`config.mk`:
```
export PLATFORM = sky130hd
export DESIGN_NAME = hpc_power_control
export DESIGN_NICKNAME = d
export VERILOG_FILES = /design/src/logic/hpc_pkg.sv /design/src/logic/hpc_write_sync.sv /design/src/logic/hpc_power_control.sv
export SDC_FILE = /design/constraint.sdc
export NUM_CORES = 1
export LEC_CHECK = 0
export ABC_AREA = 0
export BUFFER_PORTS_ARGS = -buffer_cell sky130_fd_sc_hd__buf_2
export CAP_MARGIN = 5
export CORE_MARGIN = 2
export CORE_UTILIZATION = 56
export CTS_CLUSTER_SIZE = 28
export DETAILED_ROUTE_END_ITERATION = 7
export PLACE_DENSITY_LB_ADDON = 0.12
export SLEW_MARGIN = 25
export SYNTH_ARGS = -nofsm -noshare
export SYNTH_HDL_FRONTEND = slang
export SYNTH_SLANG_ARGS = --single-unit
export TNS_END_PERCENT = 10
```
`constraint.sdc`:
```
create_clock -name i_clk -period 5.5 [get_ports i_clk]
set_clock_uncertainty 0.05 [all_clocks]
set_input_delay 0.55 -clock i_clk [delete_from_list [all_inputs] [get_ports i_clk]]
set_output_delay 0.55 -clock i_clk [all_outputs]
set_load 0.02 [all_outputs]
```
`src/logic/hpc_pkg.sv`:
```
// Purpose: shared constants and types of the hibernate power control block
// Assumes: i_clk at 250 MHz; slow 32.768 kHz clock arrives as a sampled pin
// Notes:   battery level is given in millivolts by an external measuring stage
package hpc_pkg;

    typedef enum logic [3:0]
    {
        HPC_AWAKE = 4'h1,
        HPC_ENTER = 4'h2,
        HPC_HIBER = 4'h4,
        HPC_WAKE  = 4'h8
    } hpc_state_t;

    // slow clock rising edges that a write takes to complete in the slow domain
    localparam logic [1:0]  WR_SYNC_TICKS = 2'h2;

    // low battery thresholds in millivolts, selected by battery_low_flag_threshold_sel
    localparam logic [11:0] BATTERY_LOW_FLAG_MV_0 = 12'h76C;
    localparam logic [11:0] BATTERY_LOW_FLAG_MV_1 = 12'h834;
    localparam logic [11:0] BATTERY_LOW_FLAG_MV_2 = 12'h8FC;
    localparam logic [11:0] BATTERY_LOW_FLAG_MV_3 = 12'h9C4;

    // raw and masked interrupt status bit positions
    localparam int IRQ_BATTERY_LOW = 0;
    localparam int IRQ_CLOCK_MATCH = 1;
    localparam int IRQ_PIN_RESUME  = 2;
    localparam int IRQ_WRITE_DONE  = 3;
    localparam int IRQ_W           = 4;

    // reset values
    localparam logic [3:0]  IRQ_RESET  = 4'h0;
    localparam logic [1:0]  SEL_RESET  = 2'h0;

endpackage

```
`src/logic/hpc_write_sync.sv`:
```
// Purpose: carries one register write into the slow clock domain and back
// Assumes: i_slow_tick is a one-cycle pulse per slow clock rising edge
// Notes:   a toggle request is echoed by the slow side after the tick count
`timescale 1ns/1ps
module hpc_write_sync
(
    input  wire logic i_clk,
    input  wire logic i_reset_n,
    input  wire logic i_start,
    input  wire logic i_slow_tick,
    output logic      o_busy,
    output logic      o_done
);

    typedef struct packed
    {
        logic       req;
        logic       ack;
        logic [1:0] ticks;
        logic       done;
    } hpc_wsync_t;

    hpc_wsync_t st_reg;
    hpc_wsync_t st_next;

    always_comb
    begin
        st_next      = st_reg;
        st_next.done = 1'b0;
        if (i_start && (st_reg.req == st_reg.ack))
        begin
            st_next.req   = ~st_reg.req;
            st_next.ticks = 2'h0;
        end
        else if ((st_reg.req != st_reg.ack) && i_slow_tick)
        begin
            // the slow side acknowledges only after enough of its own edges
            if (st_reg.ticks == hpc_pkg::WR_SYNC_TICKS - 2'h1)
            begin
                st_next.ack  = st_reg.req;
                st_next.done = 1'b1;
            end
            else
            begin
                st_next.ticks = st_reg.ticks + 2'h1;
            end
        end
    end

    always_ff @(posedge i_clk)
    begin
        if (!i_reset_n)
        begin
            st_reg <= '0;
        end
        else
        begin
            st_reg <= st_next;
        end
    end

    assign o_busy = (st_reg.req != st_reg.ack);
    assign o_done = st_reg.done;

endmodule

```
`src/logic/hpc_power_control.sv`:
```
// Purpose: hibernate power sequencer with low battery supervision
// Assumes: pins and the slow clock are asynchronous and are synchronised here
// Notes:   control writes take effect only when the slow domain completes them
`timescale 1ns/1ps
module hpc_power_control
(
    input  wire logic              i_clk,
    input  wire logic              i_reset_n,
    // register write port, peripheral clock side
    input  wire logic              i_wr_strobe,
    input  wire logic              i_wr_sleep_request,
    input  wire logic              i_wr_io_powered_mode,
    input  wire logic              i_wr_slow_osc_enable,
    input  wire logic              i_wr_osc_bypass,
    input  wire logic [1:0]        i_wr_battery_low_flag_threshold_sel,
    input  wire logic              i_wr_battery_low_flag_detect_enable,
    input  wire logic              i_wr_battery_abort_enable,
    input  wire logic              i_wr_battery_resume_enable,
    input  wire logic              i_wr_pin_resume_enable,
    input  wire logic              i_wr_clock_match_resume_enable,
    input  wire logic [3:0]        i_irq_mask,
    input  wire logic [3:0]        i_irq_clear,
    input  wire logic              i_run_clock_gating0,
    input  wire logic              i_run_clock_gate_sleepblk,
    // pins and neighbours
    input  wire logic              i_slow_clk,
    input  wire logic              i_main_supply_ok,
    input  wire logic              i_battery_valid,
    input  wire logic              i_resume_pin_n,
    input  wire logic              i_rtc_match,
    input  wire logic [11:0]       i_battery_mv,
    // outputs
    output logic                   o_regulator_off_n,
    output logic                   o_core_switch_off,
    output logic                   o_io_pins_hold,
    output logic                   o_hibernating,
    output logic                   o_regs_accessible,
    output logic                   o_write_done,
    output logic                   o_slow_osc_enable,
    output logic                   o_osc_bypass,
    output logic [3:0]             o_raw_irq_status,
    output logic [3:0]             o_masked_irq_status,
    output logic                   o_irq
);

    typedef struct packed
    {
        hpc_pkg::hpc_state_t state;
        logic [2:0]  slow_sync;
        logic [1:0]  supply_sync;
        logic [1:0]  batt_sync;
        logic [1:0]  resume_sync;
        // pending write, captured at the strobe
        logic        p_sleep;
        logic        p_io_mode;
        logic        p_osc_en;
        logic        p_bypass;
        logic [1:0]  p_sel;
        logic        p_lb_en;
        logic        p_abort;
        logic        p_batwake;
        logic        p_pinwake;
        logic        p_rtcwake;
        // applied control
        logic        io_mode;
        logic        osc_en;
        logic        bypass;
        logic [1:0]  sel;
        logic        lb_en;
        logic        abort;
        logic        batwake;
        logic        pinwake;
        logic        rtcwake;
        logic        sleep_go;
        logic        write_done;
        logic [3:0]  raw;
        logic        reg_off_n;
        logic        core_off;
    } hpc_regs_t;

    hpc_regs_t st_reg;
    hpc_regs_t st_next;

    logic accessible;
    logic slow_tick;
    logic wr_busy;
    logic wr_done;
    logic battery_low;
    logic wake_event;
    logic supply_lost;
    logic resume_pin;
    logic [3:0] irq_set;

    function automatic logic [11:0] threshold_mv(input logic [1:0] sel);
        logic [11:0] mv;
        mv = hpc_pkg::BATTERY_LOW_FLAG_MV_0;
        unique case (sel)
            2'h0: mv = hpc_pkg::BATTERY_LOW_FLAG_MV_0;
            2'h1: mv = hpc_pkg::BATTERY_LOW_FLAG_MV_1;
            2'h2: mv = hpc_pkg::BATTERY_LOW_FLAG_MV_2;
            2'h3: mv = hpc_pkg::BATTERY_LOW_FLAG_MV_3;
        endcase
        return mv;
    endfunction

    assign accessible  = i_run_clock_gating0 | i_run_clock_gate_sleepblk;
    assign slow_tick   = st_reg.slow_sync[1] & ~st_reg.slow_sync[2];
    assign battery_low = (i_battery_mv < threshold_mv(st_reg.sel));
    assign supply_lost = ~st_reg.supply_sync[1] & st_reg.batt_sync[1];
    assign resume_pin  = ~st_reg.resume_sync[1];
    assign wake_event  = (st_reg.pinwake & resume_pin)
                       | (st_reg.rtcwake & i_rtc_match)
                       | (st_reg.batwake & st_reg.lb_en & battery_low);

    always_comb
    begin
        irq_set                  = '0;
        irq_set[hpc_pkg::IRQ_BATTERY_LOW] = st_reg.lb_en & battery_low;
        irq_set[hpc_pkg::IRQ_CLOCK_MATCH] = i_rtc_match;
        irq_set[hpc_pkg::IRQ_PIN_RESUME]  = resume_pin & (st_reg.state == hpc_pkg::HPC_HIBER);
        irq_set[hpc_pkg::IRQ_WRITE_DONE]  = wr_done;
    end

    hpc_write_sync u_write_sync
    (
        .i_clk       (i_clk),
        .i_reset_n   (i_reset_n),
        .i_start     (i_wr_strobe & accessible & ~wr_busy & ~wr_done),
        .i_slow_tick (slow_tick),
        .o_busy      (wr_busy),
        .o_done      (wr_done)
    );

    always_comb
    begin
        st_next             = st_reg;
        st_next.slow_sync   = {st_reg.slow_sync[1:0], i_slow_clk};
        st_next.supply_sync = {st_reg.supply_sync[0], i_main_supply_ok};
        st_next.batt_sync   = {st_reg.batt_sync[0], i_battery_valid};
        st_next.resume_sync = {st_reg.resume_sync[0], i_resume_pin_n};
        st_next.sleep_go    = 1'b0;

        // gated clock: writes are dropped, and so are writes during a transfer
        // a strobe in the completion cycle is dropped too, or write_done would
        // rise over a fresh write still in flight
        if (i_wr_strobe && accessible && !wr_busy && !wr_done)
        begin
            st_next.write_done = 1'b0;
            st_next.p_sleep    = i_wr_sleep_request;
            st_next.p_io_mode  = i_wr_io_powered_mode;
            st_next.p_osc_en   = i_wr_slow_osc_enable;
            st_next.p_bypass   = i_wr_osc_bypass;
            st_next.p_sel      = i_wr_battery_low_flag_threshold_sel;
            st_next.p_lb_en    = i_wr_battery_low_flag_detect_enable;
            st_next.p_abort    = i_wr_battery_abort_enable;
            st_next.p_batwake  = i_wr_battery_resume_enable;
            st_next.p_pinwake  = i_wr_pin_resume_enable;
            st_next.p_rtcwake  = i_wr_clock_match_resume_enable;
        end
        if (wr_done)
        begin
            st_next.write_done = 1'b1;
            st_next.io_mode    = st_reg.p_io_mode;
            st_next.osc_en     = st_reg.p_osc_en;
            st_next.bypass     = st_reg.p_bypass;
            st_next.sel        = st_reg.p_sel;
            st_next.lb_en      = st_reg.p_lb_en;
            st_next.abort      = st_reg.p_abort;
            st_next.batwake    = st_reg.p_batwake;
            st_next.pinwake    = st_reg.p_pinwake;
            st_next.rtcwake    = st_reg.p_rtcwake;
            st_next.sleep_go   = st_reg.p_sleep;
        end

        // set wins over clear
        st_next.raw = (st_reg.raw & ~i_irq_clear) | irq_set;

        unique case (st_reg.state)
            hpc_pkg::HPC_AWAKE:
            begin
                if (supply_lost)
                begin
                    st_next.state = hpc_pkg::HPC_ENTER;
                end
                else if (st_reg.sleep_go && (st_reg.pinwake || st_reg.rtcwake)
                         && !(st_reg.abort && st_reg.lb_en && battery_low))
                begin
                    st_next.state = hpc_pkg::HPC_ENTER;
                end
            end
            hpc_pkg::HPC_ENTER:
            begin
                if (st_reg.io_mode)
                begin
                    st_next.core_off = 1'b1;
                end
                else
                begin
                    st_next.reg_off_n = 1'b0;
                end
                st_next.state = hpc_pkg::HPC_HIBER;
            end
            hpc_pkg::HPC_HIBER:
            begin
                if (wake_event)
                begin
                    st_next.reg_off_n = 1'b1;
                    st_next.core_off  = 1'b0;
                    st_next.state     = hpc_pkg::HPC_WAKE;
                end
            end
            hpc_pkg::HPC_WAKE:
            begin
                // the chip reset itself comes from the returning supply
                if (st_reg.supply_sync[1])
                begin
                    st_next.state = hpc_pkg::HPC_AWAKE;
                end
            end
            default:
            begin
                st_next.state = hpc_pkg::HPC_AWAKE;
            end
        endcase
    end

    always_ff @(posedge i_clk)
    begin
        if (!i_reset_n)
        begin
            st_reg            <= '0;
            st_reg.state      <= hpc_pkg::HPC_AWAKE;
            st_reg.sel        <= hpc_pkg::SEL_RESET;
            st_reg.raw        <= hpc_pkg::IRQ_RESET;
            st_reg.write_done <= 1'b1;
            st_reg.reg_off_n  <= 1'b1;
            // pin idles high, so no false press right after reset
            st_reg.resume_sync <= 2'h3;
        end
        else
        begin
            st_reg <= st_next;
        end
    end

    // reads are register views valid every cycle, except the access flag (OR of the two gating inputs) and masked status and irq (raw AND i_irq_mask)
    assign o_regulator_off_n   = st_reg.reg_off_n;
    assign o_core_switch_off   = st_reg.core_off;
    assign o_io_pins_hold      = st_reg.core_off;
    assign o_hibernating       = (st_reg.state == hpc_pkg::HPC_HIBER);
    assign o_regs_accessible   = accessible;
    assign o_write_done        = st_reg.write_done;
    assign o_slow_osc_enable   = st_reg.osc_en;
    assign o_osc_bypass        = st_reg.bypass;
    assign o_raw_irq_status    = st_reg.raw;
    assign o_masked_irq_status = st_reg.raw & i_irq_mask;
    assign o_irq               = |(st_reg.raw & i_irq_mask);

endmodule

```
==> summary.txt, run 1 <==
Synth
  – Yosys reg bits: 47
  – Synth warnings: 0
  – Cells after Synth: roughly 210
  – Net Count, Synth: ~260
  – Synthesized area: between 0.002 and 0.0025 mm^2
  – Mean Syn Cell Area: roughly 10 um^2
  – Synth unique cells: 42
  – Top-area cell type share of the netlist area: 0.430
  – Ys async rst share: 0
  – Sequential-to-total area share from yosys stat: 0.430
  – Synth top area cells: dfxtp_1, mux2i_1, ha_1, nor2b_1, and2_1
  – Synth Flop Type: dfxtp_1
  – EDFF count, synth: 0
  – Dominant cell type by area after synthesis: dfxtp_1

Pwr
  – Peak VDD IR: between 150 and 200 uV
  – Internal power: around 550 uW
  – Clock share of power: 0.355
  – Pwr Density: about 280 mW/mm^2
  – Combinational cell fraction of total power: 0.129
  – Part of the power in registers: 0.516
  – Net Sw Frac: 0.232
  – Switching power: about 170 uW
  – Leak: between 0.001 and 0.0015 uW

Die
  – Die ar.: around 0.0044 mm^2
  – Row count: 22
  – Core area: ~0.0037 mm^2
  – Starting density of the core: 0.589
  – Die W: roughly 66 um
  – # IOs: 58
  – Die height: approximately 66 um

STA
  – Max Slew Vio Count: 0
  – Maximum clock rate: 420 MHz
  – TNS Setup: 0 ps
  – Number of setup violations in the final report: 0
  – Final Hold Vio Count: 0
  – RSZ-0062 raised after global routing: no
  – Worst-Margin Slew: 864 ps
  – Tcrit/Tclk final: 0.433
  – Relative slew slack: 0.423
  – Final critical-path required period: approximately 2400 ps

Clock network
  – CTS tree: yes
  – Clock sinks: between 40 and 50
  – CTS resizes: 0
  – CTS Hold Bufs: 0
  – Clock transition at the registers of the reported paths: approximately 80 ps
  – Total CTS buffers: 5
  – Worst skew pair latency: around 300 ps
  – Clock buffer depth: 2
  – CTS H-tree depth: 2
  – Clock root buffer: clkbuf_8
  – Post-CTS setup buffers: 0

Run status
  – Status: completed

Worst setup path
  – Critical path type: reg2reg
  – Worst Path Arrival: approximately 2500 ps
  – Data required, critical path: 5650 ps
  – Worst R2R Setup Slack: 3120 ps
  – Critical Path Start Type: flip-flop
  – Worst-path maximum fanout: 6
  – Worst Reg-to-Reg Cells: 8
  – Setup crit end kind: flip-flop

Finish
  – Fin nets: between 300 and 400
  – Leading cell type in the layout, fill and taps excluded: buf_2
  – Area grow syn2layout: 17.2%
  – Most frequent cells in the layout: buf_2, dfxtp_1, nor2b_1, mux2i_1
  – Number of flip-flops in the largest register: 28
  – Final core utilization: 0.690
  – # diodes: 0
  – Filler cell count in the final layout: 311
  – Share of layout cells above drive strength 1: 0.292

Drt
  – First DRT Iteration DRCs: 53
  – Pre-antenna DRT Iters: 4
  – Drc violations: 0
  – Via count: 1577
  – WL final: 3.63 mm
  – Wirelength per Cell: about 12 um
  – Vias per cell: 5.12
  – DRT antenna net count: 0

GRT
  – First-pass GRT wire length: about 6.0 mm
  – Largest net degree at the start of global routing: 45
  – Tot GR Track Use: 0.181
  – Total gr overflow: 0
  – Vias in the first global route: 1445
  – Initial antenna violation count: 0

Min path
  – Worst hold-check path type: reg2reg
  – Worst hold stages: 1

Placement
  – DPL Wire Length: between 2 and 3 mm
  – Port bufs: between 50 and 60
  – Placer congestion estimate: 0.844

Run
  – Max-cap viol count: 0
## power by group through the flow
stage	Combinational, uW	Sequential (uW)	Clock, uW
6_report	93.1	371	255
5_1_grt	104	374	277
4_1_cts	94.2	371	264
3_5_place_dp	93.6	379	0
3_3_place_gp	91.9	378	0
2_1_floorplan	63.9	381	0
## cell usage after synthesis (all sizes together) (2+ instances only)
library cell  number
clkbuf             4
or2                2
and2              14
inv                9
buf                8
nor2               6
nand3              3
mux2i             22
nor4b              3
a211oi             5
ha                14
nand2b             4
xnor2              2
dfxtp             47
nor3b              2
o21ai              6
xor2               2
nand2              5
nor2b             26
a21oi              7
nand3b             3
o21a               5
## final cells by class
| class | count | area [um^2] | area share |
|---|---|---|---|
| multi-input cells | 141 | 1130 | 0.443 |
| well taps | 48 | 60.1 | 0.0234 |
| flip-flops and latches | 47 | 941 | 0.367 |
| repair buffers | 55 | 275 | 0.107 |
| clock inverters | 2 | 35.0 | 0.0137 |
| clock buffers | 6 | 82.6 | 0.0322 |
| inverters | 9 | 33.8 | 0.0132 |
## metal layers
metal  global-route usage  part of all wire
met4               0.0612             0.013
met5                    0                 0
met1                0.203              0.46
met3               0.0557             0.049
met2                0.321              0.48
## metrics by stage
step	setup WS [ps]	hold WS [ps]	power, uW	instances	instance area (um^2)
2_1_floorplan	3310	336	445	209	2190
3_3_place_gp	3100	340	470	300	2440
3_5_place_dp	3100	343	472	300	2440
4_1_cts	3080	362	729	308	2560
5_1_grt	3000	376	755	308	2560
6_report	3120	356	720	308	2560
## logic make-up (layout without fill, tap and decap cells)
| logic type | count (synthesis) | in the layout | share of synthesized area |
|---|---|---|---|
| AO/OA/AOI/OAI | 27 | 27 | 0.0875 |
| XOR/XNOR | 4 | 4 | 0.0195 |
| adder cells (fa/ha/maj) | 14 | 14 | 0.0801 |
| buffers and inverters | 21 | 72 | 0.0509 |
| flip-flops | 47 | 47 | 0.430 |
| multiplexers | 22 | 22 | 0.101 |
| AND/OR/NAND/NOR | 74 | 74 | 0.231 |
## path summary, 6_finish.rpt
| path | endpoint | from |
|---|---|---|
| max | st_reg[39] | st_reg[13] |
| min | st_reg[30] | st_next[30] |
| max reg2reg | st_reg[39] | st_reg[13] |
| min reg2reg | st_reg[30] | st_next[30] |
## worst max-delay path, stage by stage, from the launching register on
cell	delay, ps
dfxtp_1	400
inv_1	80
ha_1	330
ha_1	280
and4_4	210
and4b_4	190
a211oi_4	330
a41oi_2	220
and2_1	210
Note: power is estimated with default switching activity, not from simulation.
==> run 2, diff against run 1 <==
--- a/config.mk
+++ b/config.mk
@@ -5,11 +5,11 @@
 export SDC_FILE = /design/constraint.sdc
 export NUM_CORES = 1
 export LEC_CHECK = 0
-export ABC_AREA = 0
+export ABC_AREA = 1
 export BUFFER_PORTS_ARGS = -buffer_cell sky130_fd_sc_hd__buf_2
 export CAP_MARGIN = 5
 export CORE_MARGIN = 2
-export CORE_UTILIZATION = 56
+export CORE_UTILIZATION = 51
 export CTS_CLUSTER_SIZE = 28
 export DETAILED_ROUTE_END_ITERATION = 7
 export PLACE_DENSITY_LB_ADDON = 0.12
==> constraint.sdc (replaced) <==
create_clock -name i_clk -period 2.34 [get_ports i_clk]
set_clock_uncertainty 0.05 [all_clocks]
set_input_delay 0.234 -clock i_clk [delete_from_list [all_inputs] [get_ports i_clk]]
set_output_delay 0.234 -clock i_clk [all_outputs]
set_load 0.02 [all_outputs]
==> run 2 against run 1 <==
Compared with the run above: fmax up 17%; synthesized cell count increased by 28%; total power up 120%; die area grew 2.4%; via count is 9.1% higher; core utilization down 4.2 points; sequential power grew 130%; first-iteration DRC count stayed put; critical path type unchanged; critical endpoint is now o_regulator_off_n; largest cell class is now registers; highest routed layer unchanged.
==> summary.txt, run 2 <==
Run status
  – Status: completed

STA
  – TNS Setup: 0 ps (unchanged)
  – Final critical-path required period: 2030 ps (-348 ps)
  – RSZ-0062 raised after global routing: no
  – Final Hold Vio Count: 0 (unchanged)
  – Maximum clock rate: 491 MHz (+17%)
  – Number of setup violations in the final report: 0 (unchanged)
  – Relative slew slack: 0.577 (+0.154)
  – Tcrit/Tclk final: 0.869 (+0.436)
  – Max Slew Vio Count: 0 (unchanged)
  – Worst-Margin Slew: 632 ps (-232 ps)

Drt
  – Via count: 1720 (+9.1%)
  – WL final: 3.52 mm (-3.1%)
  – Wirelength per Cell: 9.57 um (-19%)
  – First DRT Iteration DRCs: 53 (unchanged)
  – Drc violations: 0 (unchanged)
  – Pre-antenna DRT Iters: 4 (unchanged)
  – DRT antenna net count: 0 (unchanged)
  – Vias per cell: 4.67 (-8.7%)

Worst setup path
  – Reg-to-reg endpoint: o_regulator_off_n
  – Crit path cell chain: inv_1, ha_1, inv_1, ha_1, nand2_1, nand2_1, a21oi_1, nand4_1, nand3_1, nand3_1, nand2_1, nand2_1
  – Worst-path maximum fanout: 4 (-2)
  – Worst Path Arrival: 2180 ps (-350 ps)
  – Worst Reg-to-Reg Cells: 12 (+4)
  – Crit path from: st_reg[13]
  – CP peak stage delay: 380 ps (-20 ps)
  – Critical path type: reg2reg
  – Top cell by count, worst path: nand2_1
  – CP Capture Point: o_regulator_off_n
  – Worst R2R Setup Slack: 310 ps (-2810 ps)
  – Critical path depth in cells: 12 (+4)
  – Buf/Inv on CP: 2 (+1)
  – Critical Path Start Type: flip-flop
  – Delay-heaviest family, CP: simple AND/OR/NAND/NOR gates
  – FF-to-FF Start: st_reg[13]
  – Slowest CP cell: dfxtp_1
  – Setup crit end kind: flip-flop
  – Data required, critical path: 2490 ps (-3160 ps)

Min path
  – Hold Startpoint: i_main_supply_ok
  – Worst hold-check path type: in2reg

Synth
  – Top-count cell post-synth: nand2_1
  – Ys async rst share: 0 (unchanged)
  – Mean Syn Cell Area: 7.65 um^2 (-27%)
  – Synth top area cells: dfxtp_1, nand2_1, inv_1, ha_1, a21oi_1
  – Net Count, Synth: 322 (+22%)
  – Synthesized area: 0.00204 mm^2 (-6.6%)
  – Synth Flop Type: dfxtp_1
  – Top-area cell type share of the netlist area: 0.461 (+0.0306)
  – EDFF count, synth: 0 (unchanged)
  – Synth unique cells: 23 (-45%)
  – Cells after Synth: 267 (+28%)
  – Dominant cell type by area after synthesis: dfxtp_1
  – Sequential-to-total area share from yosys stat: 0.461 (+0.0306)
  – Top cells by count, synth: nand2_1, inv_1, dfxtp_1, a21oi_1, o21ai_0
  – Yosys reg bits: 47 (unchanged)
  – Synth warnings: 0 (unchanged)

GRT
  – First-pass GRT wire length: 6.22 mm (+3.8%)
  – Largest net degree at the start of global routing: 26 (-42%)
  – Initial antenna violation count: 0 (unchanged)
  – Total gr overflow: 0 (unchanged)
  – Tot GR Track Use: 0.181 (+0.000593)
  – Vias in the first global route: 1581 (+9.4%)

Finish
  – Area grow syn2layout: 18.8%
  – # diodes: 0 (unchanged)
  – Number of flip-flops in the largest register: 28 (unchanged)
  – Share of layout cells above drive strength 1: 0.216 (-0.0767)
  – Leading cell type in the layout, fill and taps excluded: nand2_1
  – Most frequent cells in the layout: nand2_1, buf_2, inv_1, dfxtp_1, a21oi_1
  – Fin nets: 374 (+19%)

Clock network
  – Worst skew pair latency: 290 ps (about the same)
  – Clock transition at the registers of the reported paths: 80 ps (about the same)
  – CTS resizes: 0 (unchanged)
  – CTS H-tree depth: 2 (unchanged)
  – Clock root buffer: clkbuf_8
  – Clock buffer depth: 2 (unchanged)
  – CTS Hold Bufs: 0 (unchanged)
  – Post-CTS setup buffers: 0 (unchanged)
  – Total CTS buffers: 5 (unchanged)
  – Clock sinks: 47 (unchanged)
  – CTS tree: yes

Die
  – Starting density of the core: 0.545 (-0.0431)
  – Core area: 0.00374 mm^2 (+0.74%)
  – Die W: 67.3 um (+1.2%)
  – # IOs: 58 (unchanged)
  – Die height: 67.3 um (+1.2%)
  – Die ar.: 0.00453 mm^2 (+2.4%)
  – Row count: 22 (unchanged)

Placement
  – Port bufs: 55 (unchanged)
  – DPL Wire Length: 2.63 mm (-0.78%)
  – Placer congestion estimate: 0.846 (+0.27%)

Pwr
  – Tot Pwr: 1570 uW (+120%)
  – Leak: 0.00128 uW (+17%)
  – Pwr Density: 649 mW/mm^2 (+130%)
  – Peak VDD IR: 480 uV (+150%)

Run
  – Max-cap viol count: 0 (unchanged)
## run 2: changes by cell type after synthesis, sizes merged, moves of 16 or more
cell / delta
nand2: +53
inv: +44
nor2b: -26
mux2i: -22
a21oi: +16
## run 2: cell type report
class / instances / area (um^2)
inverter: 53 / 199
timing repair buffer: 56 / 283
clock inverter: 1 / 7.51
multi-input combinational: 156 / 840
fill: 357 / 1320
clock buffer: 7 / 96.3
sequential: 47 / 941
tap: 48 / 60.1
## run 2: metrics by stage
stage,instances,utilization,instance area [um^2],worst slack [ps],hold slack (ps)
after floorplan,267,-,2040,526,282
after global placement,360,0.620,2320,343,343
after detailed placement,360,0.620,2320,301,349
after CTS,368,0.648,2430,283,58.4
after global routing,368,0.648,2430,85.2,52.8
final,368,0.648,2430,305,65.3
## run 2: where the power goes
group	switching, uW	internal [uW]	total [uW]
logic	112	78.9	191
registers	16.7	841	857
clock network	257	269	525
total	386	1190	1570
## run 2: worst min-delay path by stage
stage,depth (start not counted),slack [ps],endpoint
floorplan,2,280,st_next[32]
global placement,2,340,st_next[37]
detailed placement,2,350,st_reg[34]
CTS,3,60,st_next[34]
global route,3,50,st_next[36]
finish,3,70,st_next[34]
## run 2: worst min-delay path, cell delays in order
cell	delay, ps
buf_2	70
nand2_1	40
inv_1	40
## run 2: routing by layer
metal  vias up  global-route usage  share of wire
met3         4              0.0567          0.068
met1       722               0.220           0.48
met5         -                   0              0
li1        939                   -              -
met2        55               0.301           0.44
met4         0              0.0689          0.011
## run 2: cells by family after synthesis
kind of cell             synth area share
adder cells (fa/ha/maj)            0.0858
XOR/XNOR                          0.00429
flip-flops                          0.461
AND/OR/NAND/NOR                     0.195
buffers and inverters               0.128
AO/OA/AOI/OAI                       0.126
